[config.mk]
export PLATFORM = sky130hd
export DESIGN_NAME = link_deser_control_regs
export DESIGN_NICKNAME = d
export VERILOG_FILES = /design/src/design/link_deser_pkg.sv /design/src/design/link_deser_control_regs.sv /design/src/design/pin_sync.sv
export VERILOG_INCLUDE_DIRS = /design/src /design/src/design
export SDC_FILE = /design/constraint.sdc
export NUM_CORES = 1
export LEC_CHECK = 0
export BUFFER_PORTS_ARGS = -buffer_cell sky130_fd_sc_hd__buf_2
export CAP_MARGIN = 20
export CORE_MARGIN = 2
export CORE_UTILIZATION = 30
export DETAILED_ROUTE_END_ITERATION = 7
export GPL_TIMING_DRIVEN = 0
export PLACE_DENSITY = 0.57
export SYNTH_ARGS = -nofsm -noshare
export SYNTH_HDL_FRONTEND = slang
export SYNTH_SLANG_ARGS = --single-unit
export TNS_END_PERCENT = 10
[constraint.sdc]
create_clock -name pclk -period 2.9 [get_ports pclk]
set_input_delay 0.29 -clock pclk [delete_from_list [all_inputs] [get_ports pclk]]
set_output_delay 0.29 -clock pclk [all_outputs]
set_load 0.1 [all_outputs]
[src/design/link_deser_cfg.svh]
`ifndef LINK_DESER_CFG_SVH
`define LINK_DESER_CFG_SVH

// ****************************************************************
// Register map.
// ****************************************************************
`define CTRL_INDEX           8'h04
`define EQ_INDEX             8'h05
`define CTRL_ADDR            (`CTRL_INDEX << 2)
`define EQ_ADDR              (`EQ_INDEX << 2)

// ****************************************************************
// Field positions of the link control and status register.
// ****************************************************************
`define LOCK_BIT             7
`define OUTDIS_BIT           6
`define PRBS_BIT             5
`define SLEEP_BIT            4
`define TYPE_HI              3
`define TYPE_LO              2
`define REV_BIT              1
`define FWD_BIT              0

// ****************************************************************
// Field positions of the equalizer and conversion register.
// ****************************************************************
`define ADDR_SEND_BIT        7
`define HPF_HI               6
`define HPF_LO               5
`define HF_OFF_BIT           4
`define GAIN_HI              3
`define GAIN_LO              0

// ****************************************************************
// Encodings and reset values.
// ****************************************************************
`define TYPE_I2C             2'h0
`define TYPE_UART            2'h1
`define GAIN_BAD_TOP         2'h3
`define RST_OUTDIS           1'h0
`define RST_PRBS             1'h0
`define RST_TYPE             2'h0
`define RST_REV              1'h1
`define RST_FWD              1'h1
`define RST_ADDR_SEND        1'h0
`define RST_HPF              2'h1
`define RST_HF_OFF           1'h0
`define GAIN_EQS_HIGH        4'h4
`define GAIN_EQS_LOW         4'h9
`define RST_GAIN             `GAIN_EQS_LOW
`define RST_SLEEP            1'h0
`define BYTE_W               8
`define SYNC_WAIT            2'h2

`endif

[src/design/link_deser_pkg.sv]
package link_deser_pkg;

   // ****************************************************************
   // Start-up sequence: wait for the pin synchroniser, load straps, run.
   // ****************************************************************
   typedef enum logic [1:0] {
      boot_sync,
      boot_load,
      boot_run
   } boot_type;

   typedef struct packed {
      boot_type    boot;
      logic        pready;
      logic        pslverr;
      logic [31:0] prdata;
      logic        output_disable;
      logic        prbs_test_enable;
      logic        sleep;
      logic [1:0]  peripheral_if_type;
      logic        reverse_channel_enable;
      logic        forward_channel_enable;
      logic        addr_send_select;
      logic [1:0]  eq_highpass_select;
      logic        hf_boost_disable;
      logic [3:0]  eq_boost_gain;
      logic        i2c_enable;
      logic        uart_enable;
   } state_type;

   typedef struct packed {
      logic [1:0] stage0;
      logic [1:0] stage1;
   } sync_count_type;

endpackage

[src/design/link_deser_control_regs.sv]
`include "link_deser_cfg.svh"

// Operation
// - Control bit 7 mirrors lock pin, read-only.
// - Control bit 4 sleep; strap-loaded power-up value.
// - Type field 00 I2C, 01 UART; reset 00.
// - Type 10 or 11 disables peripheral interface.
// - Control bit 1 enables reverse channel; reset 1.
// - Control bit 0 enables forward channel; reset 1.
// - Bit 7 chooses address byte or command-only.
// - Highpass field selects cutoff; resets to 01.
// - Gain codes 0000-1011; 11XX refused; bit4 boost-off.
// - Gain loads 0100 if eq pin high, else 1001.
module link_deser_control_regs #(
   parameter int ADDR_W = 8
) (
   input  wire logic              pclk,
   input  wire logic              presetn,
   input  wire logic              psel,
   input  wire logic              penable,
   input  wire logic              pwrite,
   input  wire logic [ADDR_W-1:0] paddr,
   input  wire logic [31:0]       pwdata,
   input  wire logic [3:0]        pstrb,
   output logic                   pready,
   output logic [31:0]            prdata,
   output logic                   pslverr,
   input  wire logic              lock_pin,
   input  wire logic              control_side_pin,
   input  wire logic              mode_select_pin,
   input  wire logic              eq_select_pin,
   output logic                   output_disable_bit,
   output logic                   prbs_test_enable,
   output logic                   sleep_mode,
   output logic [1:0]             peripheral_if_type,
   output logic                   i2c_periph_enable,
   output logic                   uart_periph_enable,
   output logic                   reverse_channel_enable,
   output logic                   forward_channel_enable,
   output logic                   addr_send_select,
   output logic [1:0]             eq_highpass_select,
   output logic                   hf_boost_disable,
   output logic [3:0]             eq_boost_gain
);

   // ****************************************************************
   // Pin synchronisation.
   // ****************************************************************
   logic [3:0] pins_s;
   logic       lock_s;
   logic       cds_s;
   logic       ms_s;
   logic       eqs_s;

   pin_sync #(
      .WIDTH   (4)
   ) u_pin_sync (
      .pclk    (pclk),
      .presetn (presetn),
      .pin_in  ({lock_pin, control_side_pin, mode_select_pin,
                 eq_select_pin}),
      .pin_out (pins_s)
   );

   assign lock_s = pins_s[3];
   assign cds_s  = pins_s[2];
   assign ms_s   = pins_s[1];
   assign eqs_s  = pins_s[0];

   // ****************************************************************
   // State and bus decode.
   // ****************************************************************
   link_deser_pkg::state_type       state_r;
   link_deser_pkg::state_type       state_nxt;
   link_deser_pkg::sync_count_type  wait_r;
   link_deser_pkg::sync_count_type  wait_nxt;

   logic              hit_ctrl;
   logic              hit_eq;
   logic              setup_ph;
   logic              access_ph;
   logic              wr_done;
   logic              wr_lane;
   logic [`BYTE_W-1:0] wbyte;
   logic [`BYTE_W-1:0] ctrl_view;
   logic [`BYTE_W-1:0] eq_view;

   assign hit_ctrl  = (paddr == ADDR_W'(`CTRL_ADDR));
   assign hit_eq    = (paddr == ADDR_W'(`EQ_ADDR));
   assign setup_ph  = psel && !penable;
   assign access_ph = psel && penable;
   assign wr_done   = access_ph && pwrite && state_r.pready;
   assign wr_lane   = pstrb[0];
   assign wbyte     = pwdata[`BYTE_W-1:0];

   // ****************************************************************
   // Read views of both registers.
   // ****************************************************************
   always_comb begin
      ctrl_view = '0;
      ctrl_view[`LOCK_BIT]   = lock_s;
      ctrl_view[`OUTDIS_BIT] = state_r.output_disable;
      ctrl_view[`PRBS_BIT]   = state_r.prbs_test_enable;
      ctrl_view[`SLEEP_BIT]  = state_r.sleep;
      ctrl_view[`TYPE_HI:`TYPE_LO] = state_r.peripheral_if_type;
      ctrl_view[`REV_BIT]    = state_r.reverse_channel_enable;
      ctrl_view[`FWD_BIT]    = state_r.forward_channel_enable;
      eq_view = '0;
      eq_view[`ADDR_SEND_BIT]   = state_r.addr_send_select;
      eq_view[`HPF_HI:`HPF_LO]  = state_r.eq_highpass_select;
      eq_view[`HF_OFF_BIT]      = state_r.hf_boost_disable;
      eq_view[`GAIN_HI:`GAIN_LO] = state_r.eq_boost_gain;
   end

   // ****************************************************************
   // Next-state logic.
   // ****************************************************************
   always_comb begin
      state_nxt = state_r;
      wait_nxt  = wait_r;

      unique case (state_r.boot)
         link_deser_pkg::boot_sync: begin
            wait_nxt.stage0 = wait_r.stage0 + 2'h1;
            if (wait_r.stage0 == `SYNC_WAIT) begin
               state_nxt.boot = link_deser_pkg::boot_load;
            end
         end
         link_deser_pkg::boot_load: begin
            state_nxt.sleep = cds_s && ms_s;
            if (eqs_s) begin
               state_nxt.eq_boost_gain = `GAIN_EQS_HIGH;
            end else begin
               state_nxt.eq_boost_gain = `GAIN_EQS_LOW;
            end
            state_nxt.boot = link_deser_pkg::boot_run;
         end
         link_deser_pkg::boot_run: begin
            wait_nxt.stage1 = wait_r.stage1;
         end
         default: begin
            state_nxt.boot = link_deser_pkg::boot_sync;
         end
      endcase

      // Answer in the first cycle of the access phase once straps are loaded.
      if (state_r.pready) begin
         state_nxt.pready  = 1'h0;
         state_nxt.pslverr = 1'h0;
      end else if ((setup_ph || access_ph) &&
                   state_r.boot == link_deser_pkg::boot_run) begin
         state_nxt.pready  = 1'h1;
         state_nxt.pslverr = !(hit_ctrl || hit_eq);
         state_nxt.prdata  = '0;
         if (!pwrite && hit_ctrl) begin
            state_nxt.prdata[`BYTE_W-1:0] = ctrl_view;
         end else if (!pwrite && hit_eq) begin
            state_nxt.prdata[`BYTE_W-1:0] = eq_view;
         end
      end

      if (wr_done && wr_lane && hit_ctrl) begin
         state_nxt.output_disable   = wbyte[`OUTDIS_BIT];
         state_nxt.prbs_test_enable = wbyte[`PRBS_BIT];
         state_nxt.sleep            = wbyte[`SLEEP_BIT];
         state_nxt.peripheral_if_type =
            wbyte[`TYPE_HI:`TYPE_LO];
         state_nxt.reverse_channel_enable = wbyte[`REV_BIT];
         state_nxt.forward_channel_enable = wbyte[`FWD_BIT];
      end

      if (wr_done && wr_lane && hit_eq) begin
         state_nxt.addr_send_select   = wbyte[`ADDR_SEND_BIT];
         state_nxt.eq_highpass_select = wbyte[`HPF_HI:`HPF_LO];
         state_nxt.hf_boost_disable   = wbyte[`HF_OFF_BIT];
         if (wbyte[`GAIN_HI:`GAIN_HI-1] != `GAIN_BAD_TOP) begin
            state_nxt.eq_boost_gain = wbyte[`GAIN_HI:`GAIN_LO];
         end
      end

      // Peripheral interface selects follow the type field.
      state_nxt.i2c_enable  =
         (state_nxt.peripheral_if_type == `TYPE_I2C);
      state_nxt.uart_enable =
         (state_nxt.peripheral_if_type == `TYPE_UART);
   end

   // ****************************************************************
   // State register.
   // ****************************************************************
   always_ff @(posedge pclk or negedge presetn) begin
      if (!presetn) begin
         state_r.boot                   <= link_deser_pkg::boot_sync;
         state_r.pready                 <= 1'h0;
         state_r.pslverr                <= 1'h0;
         state_r.prdata                 <= '0;
         state_r.output_disable         <= `RST_OUTDIS;
         state_r.prbs_test_enable       <= `RST_PRBS;
         state_r.sleep                  <= `RST_SLEEP;
         state_r.peripheral_if_type     <= `RST_TYPE;
         state_r.reverse_channel_enable <= `RST_REV;
         state_r.forward_channel_enable <= `RST_FWD;
         state_r.addr_send_select       <= `RST_ADDR_SEND;
         state_r.eq_highpass_select     <= `RST_HPF;
         state_r.hf_boost_disable       <= `RST_HF_OFF;
         state_r.eq_boost_gain          <= `RST_GAIN;
         state_r.i2c_enable             <= (`RST_TYPE == `TYPE_I2C);
         state_r.uart_enable            <= (`RST_TYPE == `TYPE_UART);
         wait_r                         <= '0;
      end else begin
         state_r <= state_nxt;
         wait_r  <= wait_nxt;
      end
   end

   // ****************************************************************
   // Outputs.
   // ****************************************************************
   assign pready                 = state_r.pready;
   assign prdata                 = state_r.prdata;
   assign pslverr                = state_r.pslverr;
   assign output_disable_bit     = state_r.output_disable;
   assign prbs_test_enable       = state_r.prbs_test_enable;
   assign sleep_mode             = state_r.sleep;
   assign peripheral_if_type     = state_r.peripheral_if_type;
   assign i2c_periph_enable      = state_r.i2c_enable;
   assign uart_periph_enable     = state_r.uart_enable;
   assign reverse_channel_enable = state_r.reverse_channel_enable;
   assign forward_channel_enable = state_r.forward_channel_enable;
   assign addr_send_select       = state_r.addr_send_select;
   assign eq_highpass_select     = state_r.eq_highpass_select;
   assign hf_boost_disable       = state_r.hf_boost_disable;
   assign eq_boost_gain          = state_r.eq_boost_gain;

endmodule

[src/design/pin_sync.sv]
module pin_sync #(
   parameter int WIDTH = 4
) (
   input  wire logic             pclk,
   input  wire logic             presetn,
   input  wire logic [WIDTH-1:0] pin_in,
   output logic      [WIDTH-1:0] pin_out
);

   // ****************************************************************
   // Two flip-flops per pin; only the second stage is read outside.
   // ****************************************************************
   logic [WIDTH-1:0] meta_r;

   always_ff @(posedge pclk or negedge presetn) begin
      if (!presetn) begin
         meta_r  <= '0;
         pin_out <= '0;
      end else begin
         meta_r  <= pin_in;
         pin_out <= meta_r;
      end
   end

endmodule

# Yosys cells after proc, flatten, opt, wreduce, memory -nomap -nowiden
# Cells that the tools add are included.
[word_totals] regBits=39 inputBits=53 output_inout_bits=51 elab_cells=64
[classes] add_sub_neg=1 n_eq_ne=8 muxes=12 bitwise=2 reduce_logical=22
[op_table] op="$mux W34" count=1
[op_table] op="$eq A8 B5 Y1 const B" count=2
[op_table] op="$mux W4" count=4
[op_table] op="$mux W8" count=2
[op_table] op="$logic_and A1 B1 Y1" count=11
[op_table] op="$pmux W2 S3" count=1
[op_table] op="$mux W5" count=1
[op_table] op="$eq A2 B1 Y1 const B" count=2
[op_table] op="$eq A2 B2 Y1 const B" count=2
[op_table] op="$logic_not A2 Y1" count=2
[op_table] op="$mux W2" count=2
[op_table] op="$ne A2 B2 Y1 const B" count=2
[op_table] op="$reduce_and A2 Y1" count=2
[op_table] op="$reduce_bool A2 Y1" count=2
[op_table] op="$logic_not A1 Y1" count=3
[op_table] op="$add A2 B1 Y2 const B" count=1
[op_table] op="$logic_or A1 B1 Y1" count=2
[op_table] op="$not A1 Y1" count=2
[op_table] op="$mux W1" count=1

# Depth between registers and ports, before layout
# Gate-level depths: netlist of run 1.
[depth] ltp_word=7 mapped_depth=6 depth_no_buf=4

# By module
# From an unflattened synthesis of run 1, not the netlist that was laid out.
[unflattened] cells_unflattened=173 hier_area_um2=1961.9
[modules_own_cells] mod="link_deser_control_regs" instances=1 cells_each=165 area_each_um2=1761.7 seq_area_each_um2=783.3
[modules_own_cells] mod="pin_sync" instances=1 cells_each=8 area_each_um2=200.2 seq_area_each_um2=200.2

# Least setup slack after synthesis of run 1
# OpenSTA, ideal clock, no wires.
[synth_path] kind="register to register" from="register, netlist name pready" to="register, netlist name addr_send_select" setup_ns=0.126 arrival_ns=2.210 required_ns=2.774 setup_slack_ns=0.565 path_stages_with_launch=5 n_path_buf=1 synth_period_minus_slack_ns=2.335 path_cell_list="dfrtp_1 nand3_1 or4_4 buf_6 mux2_4"
[synth_via] elab_chain_len=3
[synth_lines] element="$logic_and A1 B1 Y1" line="link_deser_control_regs.sv:92" source="assign wr_done = access_ph && pwrite && state_r.pready;"
[synth_lines] element="$logic_and A1 B1 Y1 (2 in series)" line="link_deser_control_regs.sv:172" source="if (wr_done && wr_lane && hit_eq) begin"
# Every way passes these cells.
# A chain may end at the register's enable or synchronous reset.

# Worst setup path after layout of run 1
[layout_path] from="register state_r[51] in the netlist's numbering" to="register, netlist name prdata[2]"
[layout_via] elab_chain_len=3
[layout_lines] element="start: declaration" line="link_deser_control_regs.sv:73" source="link_deser_pkg::state_type state_r;"
[layout_lines] element="start signal: assignment" line="link_deser_control_regs.sv:211" source="state_r <= state_nxt;"
[layout_lines] element="$eq A2 B2 Y1" line="link_deser_control_regs.sv:151" source="state_r.boot == link_deser_pkg::boot_run) begin"
[layout_lines] element="$logic_and A1 B1 Y1" line="link_deser_control_regs.sv:150" source="end else if ((setup_ph || access_ph) &&"
[layout_lines] element="$reduce_and A2 Y1 (no source line)"
# Every way passes these cells.

==> results.toml, run 1 <==
[placement]
dp_hpwl_um = 2880
placed_cells = 320
pre_cts_slack_ns = 0.701
gp_congestion = 0.758
post_dp_cell_area_um2 = 2380
io_buffers = 52

[detailed_routing]
num_vias = 1310
drt_iter0_drc = 28
drt-total-wl_um = 3650
first_pass_iters = 4
post_drt_wl_per_cell_um = 11.1
drc = 0
drtAntennaViolNets = 0
vias_per_cell = 3.99

[worst_setup_path]
worstPathArrival_ns = 2.09
rrSetupSlack_ns = 1.03
path_cells = "nand3b_1 > or2_1 > clkbuf_1 > or3_1 > clkbuf_1 > o21ai_0"
required_ns = 3.11
path_class = "flop to flop"
crit_path_end = "prdata[2]$_DFFE_PN0P_"
critPathCaptureType = "flop"
cpMostUsedCell = "clkbuf_1"
startpoint_type = "flop"
crit_path_max_fanout = 10
r2r_start = "state_r[51]$_DFFE_PN0P_"
reg2reg_to = "prdata[2]$_DFFE_PN0P_"
max_stage_delay_ns = 0.45
reg2regPathDepth = 6
worstSetupStartpoint = "state_r[51]$_DFFE_PN0P_"
cp_slowest_cell = "dfrtp_1"

[clocking]
worstSkewPairLatency_ns = 0.29
cts_setup_buffers = 0
clockRootBuffer = "clkbuf_8"
clockBufferDepth = 2
cts_made_buffers = 5
cts_htree_levels = 2
ctsResizeCount = 0
clk_pin_slew_ns = 0.08
hold_buffers = 0
clkSinkCount = 39
cts_tree = "done"

[die]
num_rows = 29
dieArea_um2 = 7130
dieHeight_um = 84.4
boundaryPins = 104
core-area_um2 = 6310
dieWidth_um = 84.4
start_util_pct = 30.7

[logic_synthesis]
syn_inst = 168
avgSynthCellArea_um2 = 11.6
ys_types = 33
synth_area_um2 = 1940
synthArstFlopShare_pct = 100
synth_warnings = 0
synth_ff_type = "dfrtp_1"
synth-seq-area-share_pct = 50.7
synth-seq-cells = 39
synth_edf_count = 0

[global_routing]
antenna_found_initial = 0
grt_pass1_wl_um = 5800
grt_pass1_vias = 1238
grt_usage_pct = 10.5
grt_max_degree = 40
overflow = 0

[finish]
final_cells = 328
multi_input_area_um2 = 702
final_nets = 304
area_growth_pct = 27.4
n_antenna_cell = 0
layout-drive-gt1-share_pct = 49.0
nFillCells = 674
regArea_um2 = 983
final_area_um2 = 2470
utilization_pct = 39.2

[timing]
worst_slack_ns = 1.03
finalMaxSlewViolations = 0
skew_ns = 0.00597
worst_slew_pin_slew_ns = 0.858
post-route-period-util_pct = 64.5
final.min_clock_period_ns = 1.87
setup_violations = 0
rsz0062_at_grt = "false"
slew_headroom_pct = 42.8
setup_tns_ns = 0
max_freq_mhz = 534
finalHoldViolCount = 0

[power_and_ir_drop]
ir_drop_v = 0.000242
leakagePower_nw = 1.34
power.density_nw_per_um2 = 481

[outcome]
status = "completed"

[job]
drv_cap = 0

[worst_hold_path]
hold_path.class = "input pin to async pin"
per-layer routing:
| metal | up-vias | global-route usage, % | part of all wire [%] |
|---|---|---|---|
| li1 | 663 | - | - |
| met1 | 586 | 12.7 | 42 |
| met2 | 53 | 17.0 | 49 |
| met3 | 8 | 3.05 | 7.2 |
| met4 | 0 | 5.63 | 2.6 |
| met5 | - | 0 | 0 |
cells in the final DEF, fill, tap and decap left out, drive strengths merged, types with 2 or more instances in the layout:
master / n
a21oi: 2
mux2: 12
nand2b: 3
conb: 24
o21a: 2
o21ai: 12
dfrtp: 33
nand2: 12
mux2i: 13
nand3: 2
inv: 5
clkinvlp: 2
or4: 3
buf: 93
clkbuf: 8
nor4: 2
nor2: 5
dfstp: 6
cells in the mapped netlist (2+ instances only):
cell type / instances / share of area (%)
a21oi_1: 2 / 0.52
buf_4: 40 / 15
clkbuf_1: 3 / 0.58
dfrtp_1: 33 / 43
dfstp_2: 6 / 8.1
inv_1: 5 / 0.97
mux2_2: 8 / 4.6
mux2_4: 4 / 3.1
mux2i_1: 13 / 6.7
nand2_1: 12 / 2.3
nand2b_1: 3 / 0.97
nor2_1: 5 / 0.97
o21a_1: 2 / 0.77
o21ai_0: 12 / 3.1
or4_1: 2 / 0.77
how the worst min path moves through the flow:
stage,start,endpoint,slack (ns)
after global routing,lock_pin,u_pin_sync.meta_r[3]$_DFF_PN0_,0.09
after floorplan,presetn,addr_send_select$_DFFE_PN0N_,-0.006
after CTS,lock_pin,u_pin_sync.meta_r[3]$_DFF_PN0_,0.09
after global placement,u_pin_sync.meta_r[2]$_DFF_PN0_,u_pin_sync.pin_out[2]$_DFF_PN0_,0.33
after detailed placement,u_pin_sync.meta_r[3]$_DFF_PN0_,u_pin_sync.pin_out[3]$_DFF_PN0_,0.33
final,presetn,state_r[51]$_DFFE_PN0P_,0.10
metrics by stage:
step                      hold WS, ns  power (mW)
after floorplan              -0.00559       0.801
after global placement          0.333       0.845
after detailed placement        0.335       0.846
after CTS                      0.0923        1.21
after global routing           0.0878        1.24
final                           0.101        1.19
where the power goes:
| part | internal, mW | switching, mW | total, mW | leakage [nW] |
|---|---|---|---|---|
| combinational | 0.0521 | 0.219 | 0.272 | 0.815 |
| clock | 0.167 | 0.189 | 0.356 | 0.0402 |
| sequential | 0.557 | 0.00619 | 0.563 | 0.482 |
| total | 0.776 | 0.415 | 1.19 | 1.34 |
sequential cells by signal, indices dropped and copies added, names as in the netlist, 2 cells and up:
name,flops
state_r,2
eq_boost_gain,4
eq_highpass_select,2
u_pin_sync.meta_r,4
prdata,8
u_pin_sync.pin_out,4
wait_r,2
peripheral_if_type,2
layout make-up:
class                      instances  area share [%]
multi-input combinational        103            28.4
inverter                           5           0.759
clock buffer                       5            2.78
buffer                            44            13.1
sequential                        39            39.8
timing repair buffer              52            10.5
clock inverter                     3           0.810
tap                               77            3.90
worst max-delay path: cells and delay by family, from the launching register on:
kind / cells / cell delay (ns)
and+or+nand+nor: 3 / 0.78
DFF: 1 / 0.45
buffers and inverters: 2 / 0.38
AOI/OAI and AO/OA: 1 / 0.18
cell families after synthesis:
family | Yosys count | share of synthesized area (%)
buffers and inverters | 49 | 17.6
flip-flops | 39 | 50.7
AND/OR/NAND/NOR | 33 | 10.2
multiplexers | 25 | 14.4
AO/OA/AOI/OAI | 18 | 5.35
XOR/XNOR | 2 | 0.903
adder cells (fa/ha/maj) | 1 | 0.645
other | 1 | 0.193
(Power assumes the default switching activity.)
==> run 2: changes to the inputs <==
PLACE_DENSITY = 0.6   (was 0.57)
clock period = 1.7 ns   (was 2.9 ns; I/O delays follow)
==> results.toml, run 2 (same netlist as run 1, synthesis figures left out) <==
[placement]
dp_hpwl_um = 2860
placed_cells = 320
io_buffers = 52
pre_cts_slack_ns = -0.344
post_dp_cell_area_um2 = 2400
gp_congestion = 0.753

[outcome]
status = "complete, but fails checks"
violations = "hold timing"

[worst_setup_path]
max_stage_delay_ns = 0.56
startpoint_type = "input pin"
rrSetupSlack_ns = 0.08
path_cells = "buf_2 > nor4_2 > nand3_2 > or4_4 > buf_6 > mux2_4"
cp_slowest_cell = "or4_4"
required_ns = 1.87
r2r_start = "pready$_DFF_PN0_"
reg2regPathDepth = 4
path_class = "input pin to flop"
critPathCaptureType = "flop"
worstPathArrival_ns = 1.81
crit_path_max_fanout = 7
reg2reg_to = "addr_send_select$_DFFE_PN0N_"

[timing]
finalMaxSlewViolations = 0
finalHoldViolCount = 25
rsz0062_at_grt = "false"
worst_slew_pin_slew_ns = 0.847
hold_ws_ns = -0.0190
setup_violations = 0
post-route-period-util_pct = 96.2
max_freq_mhz = 611
setup_tns_ns = 0
slew_headroom_pct = 43.6
skew_ns = 0.00904
final.min_clock_period_ns = 1.64
worst_slack_ns = 0.0645

[finish]
multi_input_area_um2 = 722
nFillCells = 647
layout-drive-gt1-share_pct = 50.4
regArea_um2 = 988
final_cell_mix = "buf_2 (52), buf_4 (41), dfrtp_1 (31)"
n_antenna_cell = 0
final_area_um2 = 2570
final_nets = 308
final_cells = 331
largest_reg_flops = 8
top_register = "prdata"
final_common_cell = "buf_2"
area_growth_pct = 32.5

[job]
drv_cap = 0

[die]
dieArea_um2 = 7130
boundaryPins = 104
dieHeight_um = 84.4
core-area_um2 = 6310
dieWidth_um = 84.4
num_rows = 29
start_util_pct = 30.7

[detailed_routing]
post_drt_wl_per_cell_um = 11.2
drc = 0
num_vias = 1331
drt_iter0_drc = 35
first_pass_iters = 4
vias_per_cell = 4.02
drtAntennaViolNets = 0
drt-total-wl_um = 3720

[global_routing]
grt_pass1_vias = 1206
grt_pass1_wl_um = 6010
use_met1_pct = 13.6
overflow = 0
grt_usage_pct = 10.9
met2_usage_pct = 17.2
antenna_found_initial = 0
grt_max_degree = 40
busiest_layer = "met2"
grtUsageMet3_pct = 3.44

[power_and_ir_drop]
ir_drop_v = 0.000446
pwr-share-clk_pct = 34.1
netSwitchingFraction_pct = 32.2
pwr-share-comb_pct = 21.8
power.density_nw_per_um2 = 848
leakagePower_nw = 1.38
p_int_mw = 1.48
p_total_mw = 2.18
seq_power_share_pct = 44.2
p_sw_uw = 701

[clocking]
clockBufferDepth = 2
clk_pin_slew_ns = 0.08
worstSkewPairLatency_ns = 0.29
clockRootBuffer = "clkbuf_8"
clkSinkCount = 39
cts_tree = "done"
cts_htree_levels = 2
cts_made_buffers = 5

[worst_hold_path]
hold_path.class = "input pin to async pin"
run 2: changes by cell type in the layout (fill, tap and decap cells not counted), moves of 2 or more:
cell           before  now
clkinvlp_4          2    0
dfrtp_1            33   31
dlygate4sd3_1       0    4
o21ai_0            12   10
o21ai_1             0    2
run 2: how the worst max path moves through the flow:
stage	startpoint	end	slack, ns	depth (start not counted)
global route	paddr[7]	addr_send_select$_DFFE_PN0N_	0.0008	6
CTS	state_r[51]$_DFFE_PN0P_	prdata[3]$_DFFE_PN0P_	0.005	5
global placement	paddr[7]	sleep_mode$_DFFE_PN0P_	-0.37	5
detailed placement	paddr[7]	output_disable_bit$_DFFE_PN0P_	-0.34	5
finish	paddr[7]	addr_send_select$_DFFE_PN0N_	0.06	6
floorplan	pready$_DFF_PN0_	addr_send_select$_DFFE_PN0N_	-0.09	4
run 2: worst max-delay path, delay by kind of cell:
kind | cells | cell delay, ns
multiplexers | 1 | 0.29
AND/OR/NAND/NOR | 3 | 1.08
buffers and inverters | 2 | 0.26
run 2: final cells by class:
| class | instances | area share [%] |
|---|---|---|
| buffer | 42 | 12.3 |
| multi-input combinational | 103 | 28.1 |
| sequential | 39 | 38.4 |
| inverter | 5 | 0.730 |
| timing repair buffer | 58 | 12.7 |
| tap | 77 | 3.75 |
| clock inverter | 1 | 1.17 |
| clock buffer | 6 | 2.82 |
run 2: per-stage QoR:
stage | util (%) | hold slack (ns)
after CTS | 40.6 | 0.00461
after global placement | 38.0 | 0.280
after global routing | 40.7 | 0.0317
after detailed placement | 38.0 | 0.279
after floorplan | - | -0.126
final | 40.7 | -0.0190
run 2: per-layer routing:
layer | share of wire, % | vias to the layer above
met3 | 6.9 | 5
met4 | 1.7 | 0
met5 | 0 | -
met1 | 44 | 608
li1 | - | 673
met2 | 47 | 45
run 2: power by group through the flow:
stage	Combinational, mW	Sequential, mW	Clock, mW
6_report	0.475	0.963	0.743
5_1_grt	0.497	0.965	0.805
4_1_cts	0.474	0.963	0.761
3_5_place_dp	0.466	0.981	0
3_3_place_gp	0.465	0.979	0
2_1_floorplan	0.348	1.02	0
run 2: repair_timing:
action                                  4_1_cts  5_1_grt
hold endpoints to repair                      4        0
gates cloned                                  0        0
resized for setup                             3        3
setup buffers                                 1        1
endpoints found under the setup margin       13        8
hold buffers                                  4        0
pin swaps                                     1        0
